===== config.mk =====
export PLATFORM = sky130hd
export DESIGN_NAME = port_c_alternate_function_mux
export DESIGN_NICKNAME = d
export VERILOG_FILES = /design/src/design/portc_mux_pkg.sv /design/src/design/port_c_alternate_function_mux.sv
export SDC_FILE = /design/constraint.sdc
export NUM_CORES = 1
export LEC_CHECK = 0
export BUFFER_PORTS_ARGS = -buffer_cell sky130_fd_sc_hd__buf_2
export CAP_MARGIN = 40
export CORE_ASPECT_RATIO = 0.75
export CORE_UTILIZATION = 37
export CTS_CLUSTER_DIAMETER = 200
export DETAILED_ROUTE_END_ITERATION = 6
export GPL_TIMING_DRIVEN = 0
export PLACE_DENSITY_LB_ADDON = 0.1
export SLEW_MARGIN = 5
export SYNTH_ARGS = -nofsm -noshare
export SYNTH_HDL_FRONTEND = slang
export SYNTH_SLANG_ARGS = --single-unit

===== constraint.sdc =====
create_clock -name i_clk -period 1.3 [get_ports i_clk]
set_input_delay 0.13 -clock i_clk [delete_from_list [all_inputs] [get_ports i_clk]]
set_output_delay 0.13 -clock i_clk [all_outputs]
set_load 0.005 [all_outputs]

===== src/design/portc_mux_pkg.sv =====
// constants and types shared by the port C alternate-function mux
// assumes a single 250 MHz system clock domain
`default_nettype none
package portc_mux_pkg;
  localparam int CLK_PERIOD_NS = 4;
  localparam int PORTC_WIDTH = 8;
  localparam int CRYSTAL_PINS = 2;
  localparam int SYNC_STAGES = 2;
  // register reset values
  localparam logic [7:0] ALT_FUNC_SELECT_LOW_RST = 8'h00;
  localparam logic [7:0] ALT_FUNC_SELECT_HIGH_RST = 8'h00;
  localparam logic [7:0] ALT_FUNC_ENABLE_RST = 8'h00;
  // field positions within port C, and the crystal output bit within port A
  localparam int PC_ANALOG_FOUR = 0;
  localparam int PC_ANALOG_FIVE = 1;
  localparam int PC_ANALOG_SIX = 2;
  localparam int PC_COMPARE_OUT = 3;
  localparam int PA_CRYSTAL_OUT = 1;
  // interrupt vector slots
  localparam logic [15:0] PORTC0_EDGE_VECTOR = 16'h0036;
  localparam logic [15:0] RESERVED_VECTOR = 16'h0038;
  // level that marks the debug condition on the shared debug pin
  localparam logic DEBUG_PRESENT_LEVEL = 1'b1;
  // cycles after reset release before the debug pin is judged (sync latency)
  localparam logic [1:0] DEBUG_SETTLE_CYCLES = 2'h2;
  typedef enum logic [1:0] {
    PKG_8PIN = 2'b00,
    PKG_20PIN = 2'b01,
    PKG_28PIN = 2'b10
  } pkg_variant_t;
  typedef enum logic [1:0] {
    DBG_SETTLE = 2'b00,
    DBG_ACTIVE = 2'b01,
    DBG_OFF = 2'b10
  } dbg_state_t;
endpackage : portc_mux_pkg
`default_nettype wire


===== src/design/port_c_alternate_function_mux.sv =====
// port C alternate-function mux with crystal override, external clock routing,
// shared debug pin fallback and the port C pin 0 both-edge interrupt
// assumes pin inputs are asynchronous and oscillator/comparator inputs are on i_clk
`default_nettype none
module port_c_alternate_function_mux
(
  input wire logic i_clk,
  input wire logic i_rstn,
  input wire logic i_ce,
  input wire logic i_wr_select_low,
  input wire logic i_wr_select_high,
  input wire logic i_wr_alt_enable,
  input wire logic [7:0] i_wdata,
  input wire logic [1:0] i_pkg_variant,
  input wire logic i_xtal_enable,
  input wire logic i_external_clock_input_alt_select,
  input wire logic [portc_mux_pkg::CRYSTAL_PINS-1:0] i_porta_gp_out,
  input wire logic [portc_mux_pkg::CRYSTAL_PINS-1:0] i_porta_gp_oen,
  input wire logic i_crystal_out_pin,
  input wire logic i_ext_clock_pin_wide_pkg,
  input wire logic [portc_mux_pkg::PORTC_WIDTH-1:0] i_portc_pins,
  input wire logic i_comparator_result_out,
  input wire logic i_debug_pin,
  output logic [7:0] o_alt_func_select_low,
  output logic [7:0] o_alt_func_select_high,
  output logic [7:0] o_alt_func_enable,
  output logic [portc_mux_pkg::CRYSTAL_PINS-1:0] o_porta_pad_out,
  output logic [portc_mux_pkg::CRYSTAL_PINS-1:0] o_porta_pad_oen,
  output logic o_external_clock_input,
  output logic [2:0] o_portc_analog_connect,
  output logic o_vref_connect,
  output logic [portc_mux_pkg::PORTC_WIDTH-1:0] o_led_drive_en,
  output logic o_comparator_plus_in,
  output logic o_comparator_minus_in,
  output logic o_portc_line3_oen,
  output logic o_portc_line3_out,
  output logic o_portc0_irq,
  output logic [15:0] o_portc0_irq_vector,
  output logic o_debug_enabled,
  output logic o_debug_pin_gpio
);
  import portc_mux_pkg::*;

  typedef struct packed {
    logic [7:0] sel_low;
    logic [7:0] sel_high;
    logic [7:0] alt_en;
    logic [1:0] pkg_s1;
    logic [1:0] pkg_s2;
    logic [2:0] pc_s1;
    logic [2:0] pc_s2;
    logic pc0_prev;
    logic pb3_s1;
    logic pb3_s2;
    logic pa1_s1;
    logic pa1_s2;
    logic dbg_s1;
    logic dbg_s2;
    dbg_state_t dbg_state;
    logic [1:0] dbg_cnt;
    logic ext_clk;
    logic cmp_plus;
    logic cmp_minus;
    logic pc3_out;
    logic irq;
  } state_t;

  state_t state_reg;
  state_t state_next;
  logic [7:0] effective;

  // an alternate function other than the line 3 comparator output counts only when both select and enable are set
  function automatic logic [7:0] alt_active(input logic [7:0] sel, input logic [7:0] en);
    alt_active = sel & en;
  endfunction : alt_active

  assign effective = alt_active(state_reg.sel_low, state_reg.alt_en);

  always_comb begin
    state_next = state_reg;
    if (i_wr_select_low) begin
      state_next.sel_low = i_wdata;
    end
    // the high select register has no path into any mux below
    if (i_wr_select_high) begin
      state_next.sel_high = i_wdata;
    end
    if (i_wr_alt_enable) begin
      state_next.alt_en = i_wdata;
    end
    state_next.pkg_s1 = i_pkg_variant;
    state_next.pkg_s2 = state_reg.pkg_s1;
    state_next.pc_s1 = i_portc_pins[2:0];
    state_next.pc_s2 = state_reg.pc_s1;
    state_next.pc0_prev = state_reg.pc_s2[PC_ANALOG_FOUR];
    state_next.pb3_s1 = i_ext_clock_pin_wide_pkg;
    state_next.pb3_s2 = state_reg.pb3_s1;
    state_next.pa1_s1 = i_crystal_out_pin;
    state_next.pa1_s2 = state_reg.pa1_s1;
    state_next.dbg_s1 = i_debug_pin;
    state_next.dbg_s2 = state_reg.dbg_s1;
    // clock source depends on package; wide packages need the alternate selected
    if (pkg_variant_t'(state_reg.pkg_s2) == PKG_8PIN) begin
      state_next.ext_clk = state_reg.pa1_s2;
    end else begin
      state_next.ext_clk = i_external_clock_input_alt_select & state_reg.pb3_s2;
    end
    state_next.cmp_plus = effective[PC_ANALOG_FOUR] & state_reg.pc_s2[PC_ANALOG_FOUR];
    state_next.cmp_minus = effective[PC_ANALOG_FIVE] & state_reg.pc_s2[PC_ANALOG_FIVE];
    state_next.pc3_out = i_comparator_result_out;
    state_next.irq = state_reg.pc_s2[PC_ANALOG_FOUR] ^ state_reg.pc0_prev;
    // debug condition is judged once, after the synchroniser has filled
    case (state_reg.dbg_state)
      DBG_SETTLE: begin
        if (state_reg.dbg_cnt == DEBUG_SETTLE_CYCLES) begin
          if (state_reg.dbg_s2 == DEBUG_PRESENT_LEVEL) begin
            state_next.dbg_state = DBG_ACTIVE;
          end else begin
            state_next.dbg_state = DBG_OFF;
          end
        end else begin
          state_next.dbg_cnt = state_reg.dbg_cnt + 2'h1;
        end
      end
      DBG_ACTIVE: begin
        state_next.dbg_state = DBG_ACTIVE;
      end
      DBG_OFF: begin
        // only a reset leaves this state
        state_next.dbg_state = DBG_OFF;
      end
      default: begin
        state_next.dbg_state = DBG_OFF;
      end
    endcase
  end

  always_ff @(posedge i_clk or negedge i_rstn) begin
    if (!i_rstn) begin
      state_reg <= '0;
      state_reg.sel_low <= ALT_FUNC_SELECT_LOW_RST;
      state_reg.sel_high <= ALT_FUNC_SELECT_HIGH_RST;
      state_reg.alt_en <= ALT_FUNC_ENABLE_RST;
      state_reg.dbg_state <= DBG_SETTLE;
    end else if (i_ce) begin
      state_reg <= state_next;
    end
  end

  assign o_alt_func_select_low = state_reg.sel_low;
  assign o_alt_func_select_high = state_reg.sel_high;
  assign o_alt_func_enable = state_reg.alt_en;
  // crystal owns both pads: gpio drive is released and data forced low
  assign o_porta_pad_oen = i_xtal_enable ? {CRYSTAL_PINS{1'b1}} : i_porta_gp_oen;
  assign o_porta_pad_out = i_xtal_enable ? {CRYSTAL_PINS{1'b0}} : i_porta_gp_out;
  assign o_external_clock_input = state_reg.ext_clk;
  assign o_portc_analog_connect = effective[2:0];
  assign o_vref_connect = effective[PC_ANALOG_SIX] & (pkg_variant_t'(state_reg.pkg_s2) == PKG_20PIN);
  assign o_led_drive_en = effective;
  assign o_comparator_plus_in = state_reg.cmp_plus;
  assign o_comparator_minus_in = state_reg.cmp_minus;
  assign o_portc_line3_oen = ~(state_reg.alt_en[PC_COMPARE_OUT] & ~state_reg.sel_low[PC_COMPARE_OUT]);
  assign o_portc_line3_out = state_reg.pc3_out;
  assign o_portc0_irq = state_reg.irq;
  assign o_portc0_irq_vector = PORTC0_EDGE_VECTOR;
  assign o_debug_enabled = (state_reg.dbg_state == DBG_ACTIVE);
  assign o_debug_pin_gpio = (state_reg.dbg_state == DBG_OFF);
endmodule : port_c_alternate_function_mux
`default_nettype wire


==> run_results.csv, run 1 <==
group,metric,value,unit
synthesis,synth_warnings,0,
synthesis,muxShareOfSynthArea,20.2,%
sta,fmax,780,MHz
die,dieArea,6500,sq um
synthesis,ys_top_cells_by_area,"dfrtp_1 (53%), buf_4 (14%), mux2_2 (12%)",
sta,relSlewSlack,61.0,%
worst_setup_path,critPathArrivalTime,1.15,ns
global_routing,track_usage,13.3,%
synthesis,synth_top_family_by_area,"multiplexers",
sta,drv_slew,0,
clock_tree,cts.sinks,48,
die,num_io_pins,98,
final_layout,final_nets,314,
worst_setup_path,required,1.17,ns
global_routing,grt_pass1_vias,1379,
sta,skew,0.00353,ns
placed_design,place_area,2830,sq um
sta,tightest_slew,0.585,ns
sta,finalSetupViolCount,0,
final_layout,regArea,1200,sq um
clock_tree,clockBufferDepth,2,
synthesis,synth_adder_area_share,0.548,%
worst_setup_path,worstReg2RegEnd,"state_reg[6]",
sta,period_minus_slack,1.28,ns
global_routing,antenna_found_initial,0,
worst_setup_path,crit_path_start,"o_alt_func_enable[2]",
sta,rsz0062_at_grt,"yes",
synthesis,synth_top_cell_by_area,"dfrtp_1",
final_layout,fillCellCount,567,
clock_tree,cts_tree,"built",
synthesis,synth_area,2280,sq um
global_routing,grt_max_degree,26,
final_layout,area_growth,30.6,%
sta,finalCritPeriodShare,98.6,%
synthesis,ys_async_sr_fraction,100,%
global_routing,grt_first_pass_wirelength,6650,um
worst_setup_path,crit_type,"reg2out",
synthesis,yosysMostFrequentCell,"dfrtp_1",
drt,ant_nets,0,
clock_tree,cts.clk_slew.worst_paths,0.09,ns
final_layout,multi_input_area,795,sq um
synthesis,synthDistinctLibCells,27,
clock_tree,clk_latency,0.29,ns
synthesis,ys_seq_elements,48,
synthesis,syn_inst,178,
synthesis,ys.flop_type,"dfrtp_1",
drt,viasPerCell,4.18,
die,die_w,92.7,um
worst_setup_path,cp_slowest_stage_delay,0.41,ns
worst_hold_path,hold_path.class,"in2reg",
die,dieHeight,70.1,um
clock_tree,h-tree-depth,2,
placed_design,hpwl,3000,um
final_layout,antenna_cells,0,
power,power,0.00393,W
sta,hold_viol_final,0,
worst_setup_path,r2r.worst_path.cells,4,
job,maxCapViolations,0,
synthesis,synth-seq-area-share,52.6,%
power,p_leak,1.52,nW
synthesis,yosys.area_share.xor_xnor,0.767,%
drt,wirelength,4010,um
synthesis,synth_edf_count,0,
die,core-area,5890,sq um
worst_setup_path,crit_path_end_kind,"output port",
synthesis,synth_top_area_share,52.6,%
worst_setup_path,r2r-start,"state_reg[5]",
placed_design,gp_congestion,0.667,
worst_setup_path,cp-endpoint,"o_vref_connect",
clock_tree,root_buffer,"clkbuf_8",
run_status,status,"complete, no violations",
final_layout,largest_reg_flops,11,
die,initial_core_util,38.8,%
drt,drtIter0Drc,28,
drt,wire_per_inst,11.2,um
synthesis,syn_avg_cell_area,12.8,sq um
worst_setup_path,slowest_stage,"dfrtp_1",
final_layout,final_util,50.7,%
placed_design,portBuffers,75,
synthesis,synth_compound_gate_area_share,1.92,%
drt,vias,1496,
drt,drcViolationCount,0,
power,ir_worst_vdd,0.638,mV
die,num_rows,24,
final_layout,layout-drive-gt1-share,58.6,%
global_routing,gr-total-overflow,0,
worst_setup_path,reg2reg_slack,0.10,ns
drt,dr.pass1.iters,4,
sta,whs,0.0592,ns
worst_setup_path,cp_max_fo,3,
final_layout,final_cell_area,2980,sq um
synthesis,synthTopCellsByCount,"dfrtp_1 (48), buf_4 (44), mux2_2 (24), mux2_1 (16), and2_1 (8)",
clock_tree,numCtsBuffers,5,
power,powerDensity,1320,nW/um^2
synthesis,yosys.area_share.simple,8.16,%
worst_setup_path,worstSetupStartpointType,"flop",
worst_setup_path,worstPathCellList,"and2_4, and3b_1, buf_2",
[where the power goes]
| group | switching [W] | internal, W | leakage, nW |
|---|---|---|---|
| combinational | 0.000362 | 0.000615 | 0.899 |
| sequential | 0.000167 | 0.00174 | 0.565 |
| clock | 0.000483 | 0.000571 | 0.0552 |
| total | 0.00101 | 0.00292 | 1.52 |
[layer usage]
| layer | share of wire, % | wire, um | GRT usage, % | vias to the layer above |
|---|---|---|---|---|
| li1 | - | - | - | 741 |
| met1 | 47 | 1880 | 17.9 | 695 |
| met2 | 44 | 1780 | 19.8 | 58 |
| met3 | 8.3 | 332 | 5.99 | 2 |
| met4 | 0.45 | 18 | 2.56 | 0 |
| met5 | 0 | 0 | 0 | - |
[worst min-delay path by stage]
stage,startpoint,endpoint,slack [ns],depth (start not counted)
after floorplan,i_rstn,o_alt_func_enable[0],-0.17,0
after global placement,i_debug_pin,state_next[9],0.36,2
after detailed placement,i_rstn,state_reg[8],0.17,1
after CTS,i_debug_pin,state_next[9],0.05,2
after global routing,i_debug_pin,state_next[9],0.05,2
final,i_debug_pin,state_next[9],0.06,2
[cells in the final DEF, fill, tap and decap left out, types with 2 or more instances in the layout]
| cell type | synthesis | routed |
|---|---|---|
| buf_2 | 2 | 77 |
| dfrtp_1 | 48 | 48 |
| buf_4 | 44 | 47 |
| mux2_2 | 24 | 24 |
| mux2_1 | 16 | 16 |
| conb_1 | 2 | 16 |
| and2_1 | 8 | 6 |
| clkbuf_8 | 0 | 5 |
| nor2b_1 | 4 | 4 |
| inv_1 | 4 | 4 |
| or2_2 | 2 | 2 |
| and2_4 | 0 | 2 |
| nand2b_1 | 2 | 2 |
| nand2_4 | 2 | 2 |
| nor2_1 | 2 | 2 |
| nand4_1 | 2 | 2 |
| o21ai_0 | 2 | 2 |
| xnor2_1 | 2 | 2 |
| a21oi_1 | 2 | 2 |
[metrics by stage]
stage / instances / setup TNS (ns) / setup WS (ns)
floorplan: 192 / 0 / 0.137
global placement: 345 / 0 / 0.0601
detailed placement: 346 / 0 / 0.0531
CTS: 356 / 0 / 0.00911
global route: 358 / -0.0295 / -0.0264
finish: 358 / 0 / 0.0182
[timing repair]
item | 4_1_cts | 5_1_grt
gates cloned | 0 | 0
endpoints found under the hold margin | 24 | 0
pin swaps | 0 | 1
hold buffers | 1 | 0
resized for setup | 1 | 2
setup buffers | 1 | 2
setup endpoints to repair | 1 | 4
[layout make-up]
type | count | area share (%)
repair buffers | 80 | 14.3
clock buffers | 6 | 2.43
multi-input cells | 94 | 26.6
clock inverters | 2 | 1.17
inverters | 4 | 0.503
well taps | 78 | 3.27
plain buffers | 46 | 11.4
flip-flops and latches | 48 | 40.3
[critical path, delay by kind of cell, from the launching register on]
family                 cells  cell delay, ns
buffers and inverters      1            0.12
and+or+nand+nor            2            0.33
DFF                        1            0.41
[cell families (layout without fill, tap and decap cells)]
| kind of cell | after synthesis | count (layout) |
|---|---|---|
| AOI/OAI and AO/OA | 7 | 7 |
| xor gates and xnor gates | 2 | 2 |
| adders and majority gates | 1 | 1 |
| buffers and inverters | 50 | 138 |
| DFF | 48 | 48 |
| muxes | 41 | 41 |
| other | 2 | 16 |
| and+or+nand+nor | 27 | 27 |
Power figures use the tool's default switching activity.
==> run 2, diff against run 1 <==
Settings changed: ABC_AREA from default to 1, BUFFER_PORTS_ARGS -buffer_cell sky130_fd_sc_hd__buf_2 to default, DONT_BUFFER_PORTS from default to 1.
==> run_results.csv, run 2 <==
group,metric,value,unit
worst_setup_path,worstReg2RegEnd,"state_reg[6]",
synthesis,synth_warnings,0,
global_routing,grt_max_degree,49,
clock_tree,post_cts_resized,0,
placed_design,gp_congestion,0.768,
final_layout,area_growth,15.1,%
synthesis,ys.flop_type,"dfrtp_1",
worst_hold_path,hold_path.class,"in2reg",
synthesis,synth_area,2370,sq um
sta,finalSetupViolCount,0,
clock_tree,h-tree-depth,2,
power,p_leak,1.49,nW
clock_tree,cts.sinks,48,
drt,vias,1632,
die,dieArea,6730,sq um
sta,period_minus_slack,1.17,ns
final_layout,layout-drive-gt1-share,23.8,%
synthesis,synthDistinctLibCells,21,
sta,drv_slew,0,
drt,drcViolationCount,0,
job,maxCapViolations,0,
sta,setup_ws,0.127,ns
synthesis,synth_top_family_by_area,"buffers and inverters",
synthesis,ys_top_cells_by_area,"dfrtp_1 (51%), nand2_1 (15%), buf_4 (14%)",
synthesis,synth-seq-area-share,50.7,%
worst_setup_path,required,1.17,ns
worst_setup_path,reg2reg_slack,0.22,ns
clock_tree,numCtsBuffers,5,
synthesis,synth_top_area_share,50.7,%
placed_design,hpwl,3350,um
synthesis,yosysMostFrequentCell,"nand2_1",
drt,wire_per_inst,12.2,um
clock_tree,clockBufferDepth,2,
clock_tree,cts.clk_slew.worst_paths,0.08,ns
global_routing,antenna_found_initial,0,
die,num_rows,24,
power,ir_worst_vdd,0.476,mV
drt,wirelength,4640,um
worst_setup_path,crit_path_end_kind,"output port",
die,dieHeight,71.3,um
worst_setup_path,r2r-start,"state_reg[5]",
worst_setup_path,cp_max_fo,3,
sta,hold_viol_final,0,
synthesis,syn_inst,271,
clock_tree,root_buffer,"clkbuf_8",
worst_setup_path,r2r.worst_path.cells,6,
synthesis,synth_adder_area_share,0.529,%
placed_design,post-place-ws,0.240,ns
drt,dr.pass1.iters,4,
sta,rsz0062_at_grt,"no",
run_status,status,"complete, no violations",
synthesis,synth_top_cell_by_area,"dfrtp_1",
die,num_io_pins,98,
placed_design,portBuffers,0,
final_layout,fillCellCount,626,
final_layout,final_util,45.6,%
synthesis,syn_avg_cell_area,8.74,sq um
synthesis,yosys.area_share.simple,18.7,%
final_layout,final_nets,337,
synthesis,ys_seq_elements,48,
synthesis,yosys.area_share.xor_xnor,0.370,%
global_routing,track_usage,15.4,%
sta,finalCritPeriodShare,90.2,%
sta,fmax,852,MHz
final_layout,layout_common_cells,"nand2_1 (92), dfrtp_1 (48), buf_4 (45)",
worst_hold_path,hold_end,"o_alt_func_select_low[7]",
global_routing,grt_pass1_vias,1567,
final_layout,antenna_cells,0,
worst_hold_path,min-delay-start,"i_wdata[7]",
final_layout,layout_commonest_cell,"nand2_1",
sta,skew,0.00426,ns
global_routing,gr-total-overflow,0,
die,initial_core_util,39.6,%
drt,drtIter0Drc,63,
synthesis,ys_async_sr_fraction,100,%
die,die_w,94.4,um
worst_setup_path,worstSetupStartpointType,"flop",
synthesis,synth_edf_count,0,
clock_tree,cts_tree,"built",
worst_setup_path,crit_type,"reg2out",
global_routing,grt_first_pass_wirelength,7800,um
synthesis,synthTopCellsByCount,"nand2_1 (92), dfrtp_1 (48), buf_4 (45), inv_1 (26), o21ai_1 (16)",
power,powerDensity,1180,nW/um^2
sta,finalSetupTns,0,ns
worst_hold_path,hold_depth,2,
worst_setup_path,critPathArrivalTime,1.04,ns
synthesis,synth_compound_gate_area_share,8.67,%
final_layout,largest_reg_flops,11,
clock_tree,clk_latency,0.29,ns
synthesis,muxShareOfSynthArea,0,%
die,core-area,5980,sq um
drt,ant_nets,0,
drt,viasPerCell,4.28,
==> run 2: cell count changes after synthesis, moves of 7 or more <==
cell / before / now
and2_1: 8 / 0
inv_1: 4 / 26
mux2_1: 16 / 0
mux2_2: 24 / 0
nand2_1: 1 / 92
o21ai_0: 2 / 9
o21ai_1: 0 / 16
o21ai_2: 0 / 8
==> run 2: critical path, cell delays in order (launching register included) <==
cell	delay, ns
dfrtp_1	0.41
nand2_1	0.13
inv_1	0.08
buf_4	0.14
==> run 2: layer usage <==
layer,GRT usage [%],vias up,wire length [um]
li1,-,836,-
met1,21.2,733,2210
met2,24.7,58,2120
met3,3.18,5,259
met4,4.62,0,51
met5,0,-,0
==> run 2: worst max path at each step <==
stage	from	to	slack, ns	cells past startpoint
floorplan	state_reg[5]	state_reg[6]	0.32	6
global placement	state_reg[5]	state_reg[6]	0.26	6
detailed placement	state_reg[5]	state_reg[6]	0.24	6
CTS	o_alt_func_enable[2]	o_vref_connect	0.09	2
global route	o_alt_func_select_low[2]	o_vref_connect	0.05	2
finish	o_alt_func_select_low[2]	o_portc_analog_connect[2]	0.13	3
==> run 2: metrics by stage <==
| stage | power (W) | cell area (sq um) | hold slack, ns | cells |
|---|---|---|---|---|
| finish | 0.00323 | 2730 | 0.0262 | 381 |
| detailed placement | 0.00232 | 2520 | -0.164 | 363 |
| CTS | 0.00330 | 2730 | 0.0202 | 381 |
| floorplan | 0.00222 | 2420 | -0.166 | 285 |
| global route | 0.00346 | 2730 | 0.0243 | 381 |
| global placement | 0.00231 | 2520 | -0.165 | 363 |
==> run 2: kinds of logic after synthesis <==
| group | count (synthesis) |
|---|---|
| AOI/OAI and AO/OA | 35 |
| other | 2 |
| DFF | 48 |
| adders and majority gates | 1 |
| and+or+nand+nor | 107 |
| buffers and inverters | 77 |
| xor gates and xnor gates | 1 |
==> run 2: area by class of cell <==
| type | instances | area, sq um | area share [%] |
|---|---|---|---|
| buffer | 50 | 388 | 14.2 |
| clock buffer | 8 | 90.1 | 3.31 |
| inverter | 27 | 101 | 3.72 |
| multi-input combinational | 160 | 729 | 26.8 |
| sequential | 48 | 1200 | 44.1 |
| tap | 78 | 97.6 | 3.58 |
| timing repair buffer | 10 | 118 | 4.32 |
==> run 2: repair_timing <==
| action | CTS | global route |
|---|---|---|
| endpoints found under the hold margin | 56 | 0 |
| setup buffers | 0 | 0 |
| hold buffers | 10 | 0 |
==> run 2: power by group <==
group	total, W	switching, W	leakage [nW]	internal (W)
Clock	0.000885	0.000451	0.0455	0.000434
Combinational	0.000579	0.000282	0.842	0.000297
Sequential	0.00176	0.000113	0.598	0.00165
==> run 3, diff against run 2 <==
Settings changed: CORE_UTILIZATION 37 to 55.
==> run_results.csv, run 3 (synthesis gave the netlist of run 2 again) <==
group,metric,value,unit
sta,period_minus_slack,1.14,ns
sta,drv_slew,0,
clock_tree,clk_latency,0.29,ns
clock_tree,cts.clk_slew.worst_paths,0.08,ns
final_layout,final_nets,337,
worst_hold_path,hold_depth,2,
clock_tree,cts.sinks,48,
sta,setup_ws,0.165,ns
worst_hold_path,hold_path.class,"in2reg",
final_layout,regArea,1200,sq um
drt,ant_nets,0,
placed_design,hpwl,2950,um
worst_setup_path,reg2reg_slack,0.21,ns
run_status,status,"complete, no violations",
job,maxCapViolations,0,
worst_setup_path,worstSetupStartpointType,"flop",
die,initial_core_util,58.0,%
sta,fmax,881,MHz
global_routing,grt_first_pass_wirelength,6560,um
die,num_io_pins,98,
clock_tree,post_cts_resized,0,
final_layout,area_growth,13.9,%
die,num_rows,20,
placed_design,gp_congestion,0.719,
clock_tree,cts_tree,"built",
drt,dr.pass1.iters,4,
die,core-area,4080,sq um
final_layout,layout_commonest_cell,"nand2_1",
global_routing,gr-total-overflow,0,
drt,drcViolationCount,0,
power,ir_worst_vdd,0.712,mV
global_routing,track_usage,18.8,%
power,p_leak,1.49,nW
final_layout,layout-drive-gt1-share,23.8,%
die,die_w,77.8,um
final_layout,fillCellCount,373,
drt,viasPerCell,4.58,
worst_setup_path,cp_max_fo,3,
clock_tree,cts_setup_buffers,0,
worst_setup_path,crit_type,"reg2out",
worst_setup_path,crit_path_end_kind,"output port",
global_routing,grt_pass1_vias,1386,
worst_setup_path,crit_path_start,"o_alt_func_enable[1]",
clock_tree,h-tree-depth,2,
sta,finalSetupTns,0,ns
clock_tree,postCtsHoldBufs,10,
sta,skew,0.00625,ns
drt,wirelength,4190,um
placed_design,post-place-ws,0.244,ns
worst_setup_path,critPathArrivalTime,1.01,ns
drt,drtIter0Drc,72,
final_layout,final_util,66.1,%
final_layout,largest_reg_flops,11,
sta,hold_viol_final,0,
clock_tree,numCtsBuffers,5,
final_layout,antenna_cells,0,
power,powerDensity,1200,nW/um^2
global_routing,antenna_found_initial,0,
worst_setup_path,worstReg2RegEnd,"state_reg[6]",
worst_setup_path,cp-endpoint,"o_portc_analog_connect[1]",
clock_tree,root_buffer,"clkbuf_8",
die,dieHeight,58.8,um
drt,wire_per_inst,11.7,um
global_routing,grt_max_degree,49,
clock_tree,clockBufferDepth,2,
drt,vias,1641,
sta,rsz0062_at_grt,"no",
sta,finalSetupViolCount,0,
final_layout,layout_common_cells,"nand2_1 (92), dfrtp_1 (48), buf_4 (45)",
worst_setup_path,r2r-start,"state_reg[5]",
final_layout,multi_input_area,729,sq um
worst_setup_path,r2r.worst_path.cells,6,
worst_setup_path,required,1.17,ns
die,dieArea,4570,sq um
sta,finalCritPeriodShare,87.3,%
placed_design,portBuffers,0,
## run 3: cell counts in the layout (fill, tap and decap cells not counted)
No cell type changed its count.
## run 3: stage by stage
step / cells / cell area [sq um] / hold WS [ns] / power (W)
after global routing: 358 / 2700 / 0.0214 / 0.00341
after detailed placement: 340 / 2490 / -0.165 / 0.00231
final: 358 / 2700 / 0.0209 / 0.00324
after floorplan: 285 / 2420 / -0.166 / 0.00222
after CTS: 358 / 2700 / 0.0164 / 0.00326
after global placement: 340 / 2490 / -0.165 / 0.00230
## run 3: layout make-up
class | count | area share, %
Timing Repair Buffer | 10 | 4.36
Clock buffer | 8 | 3.34
Multi-Input combinational cell | 160 | 27.1
Buffer | 50 | 14.4
Inverter | 27 | 3.76
Sequential cell | 48 | 44.5
Tap cell | 55 | 2.55
## run 3: worst max-delay path, stage by stage (launching register included)
cell and delay (ns):
dfrtp_1 0.40, nand2_1 0.08, inv_1 0.08, buf_4 0.15
## run 3: how the worst min path moves through the flow
stage	start	endpoint	slack [ns]
final	i_wdata[7]	o_alt_func_select_low[7]	0.02
after global routing	i_wdata[5]	o_alt_func_enable[5]	0.02
after CTS	i_wdata[7]	o_alt_func_select_low[7]	0.02
after detailed placement	i_rstn	state_reg[8]	-0.16
after global placement	i_rstn	state_reg[8]	-0.16
after floorplan	i_rstn	o_alt_func_enable[0]	-0.17
## run 3: power by group
part           total (W)  switching, W  leakage (nW)  internal [W]
logic           0.000579      0.000282         0.842      0.000297
registers        0.00176      0.000110         0.598       0.00165
clock network   0.000895      0.000461        0.0455      0.000434
## run 3: per-layer routing
metal | track usage, % | vias to the layer above | share of wire [%]
li1 | - | 830 | -
met1 | 26.5 | 745 | 49
met2 | 29.6 | 62 | 44
met3 | 4.50 | 4 | 6.1
met4 | 5.12 | 0 | 0.86
met5 | 0 | - | 0
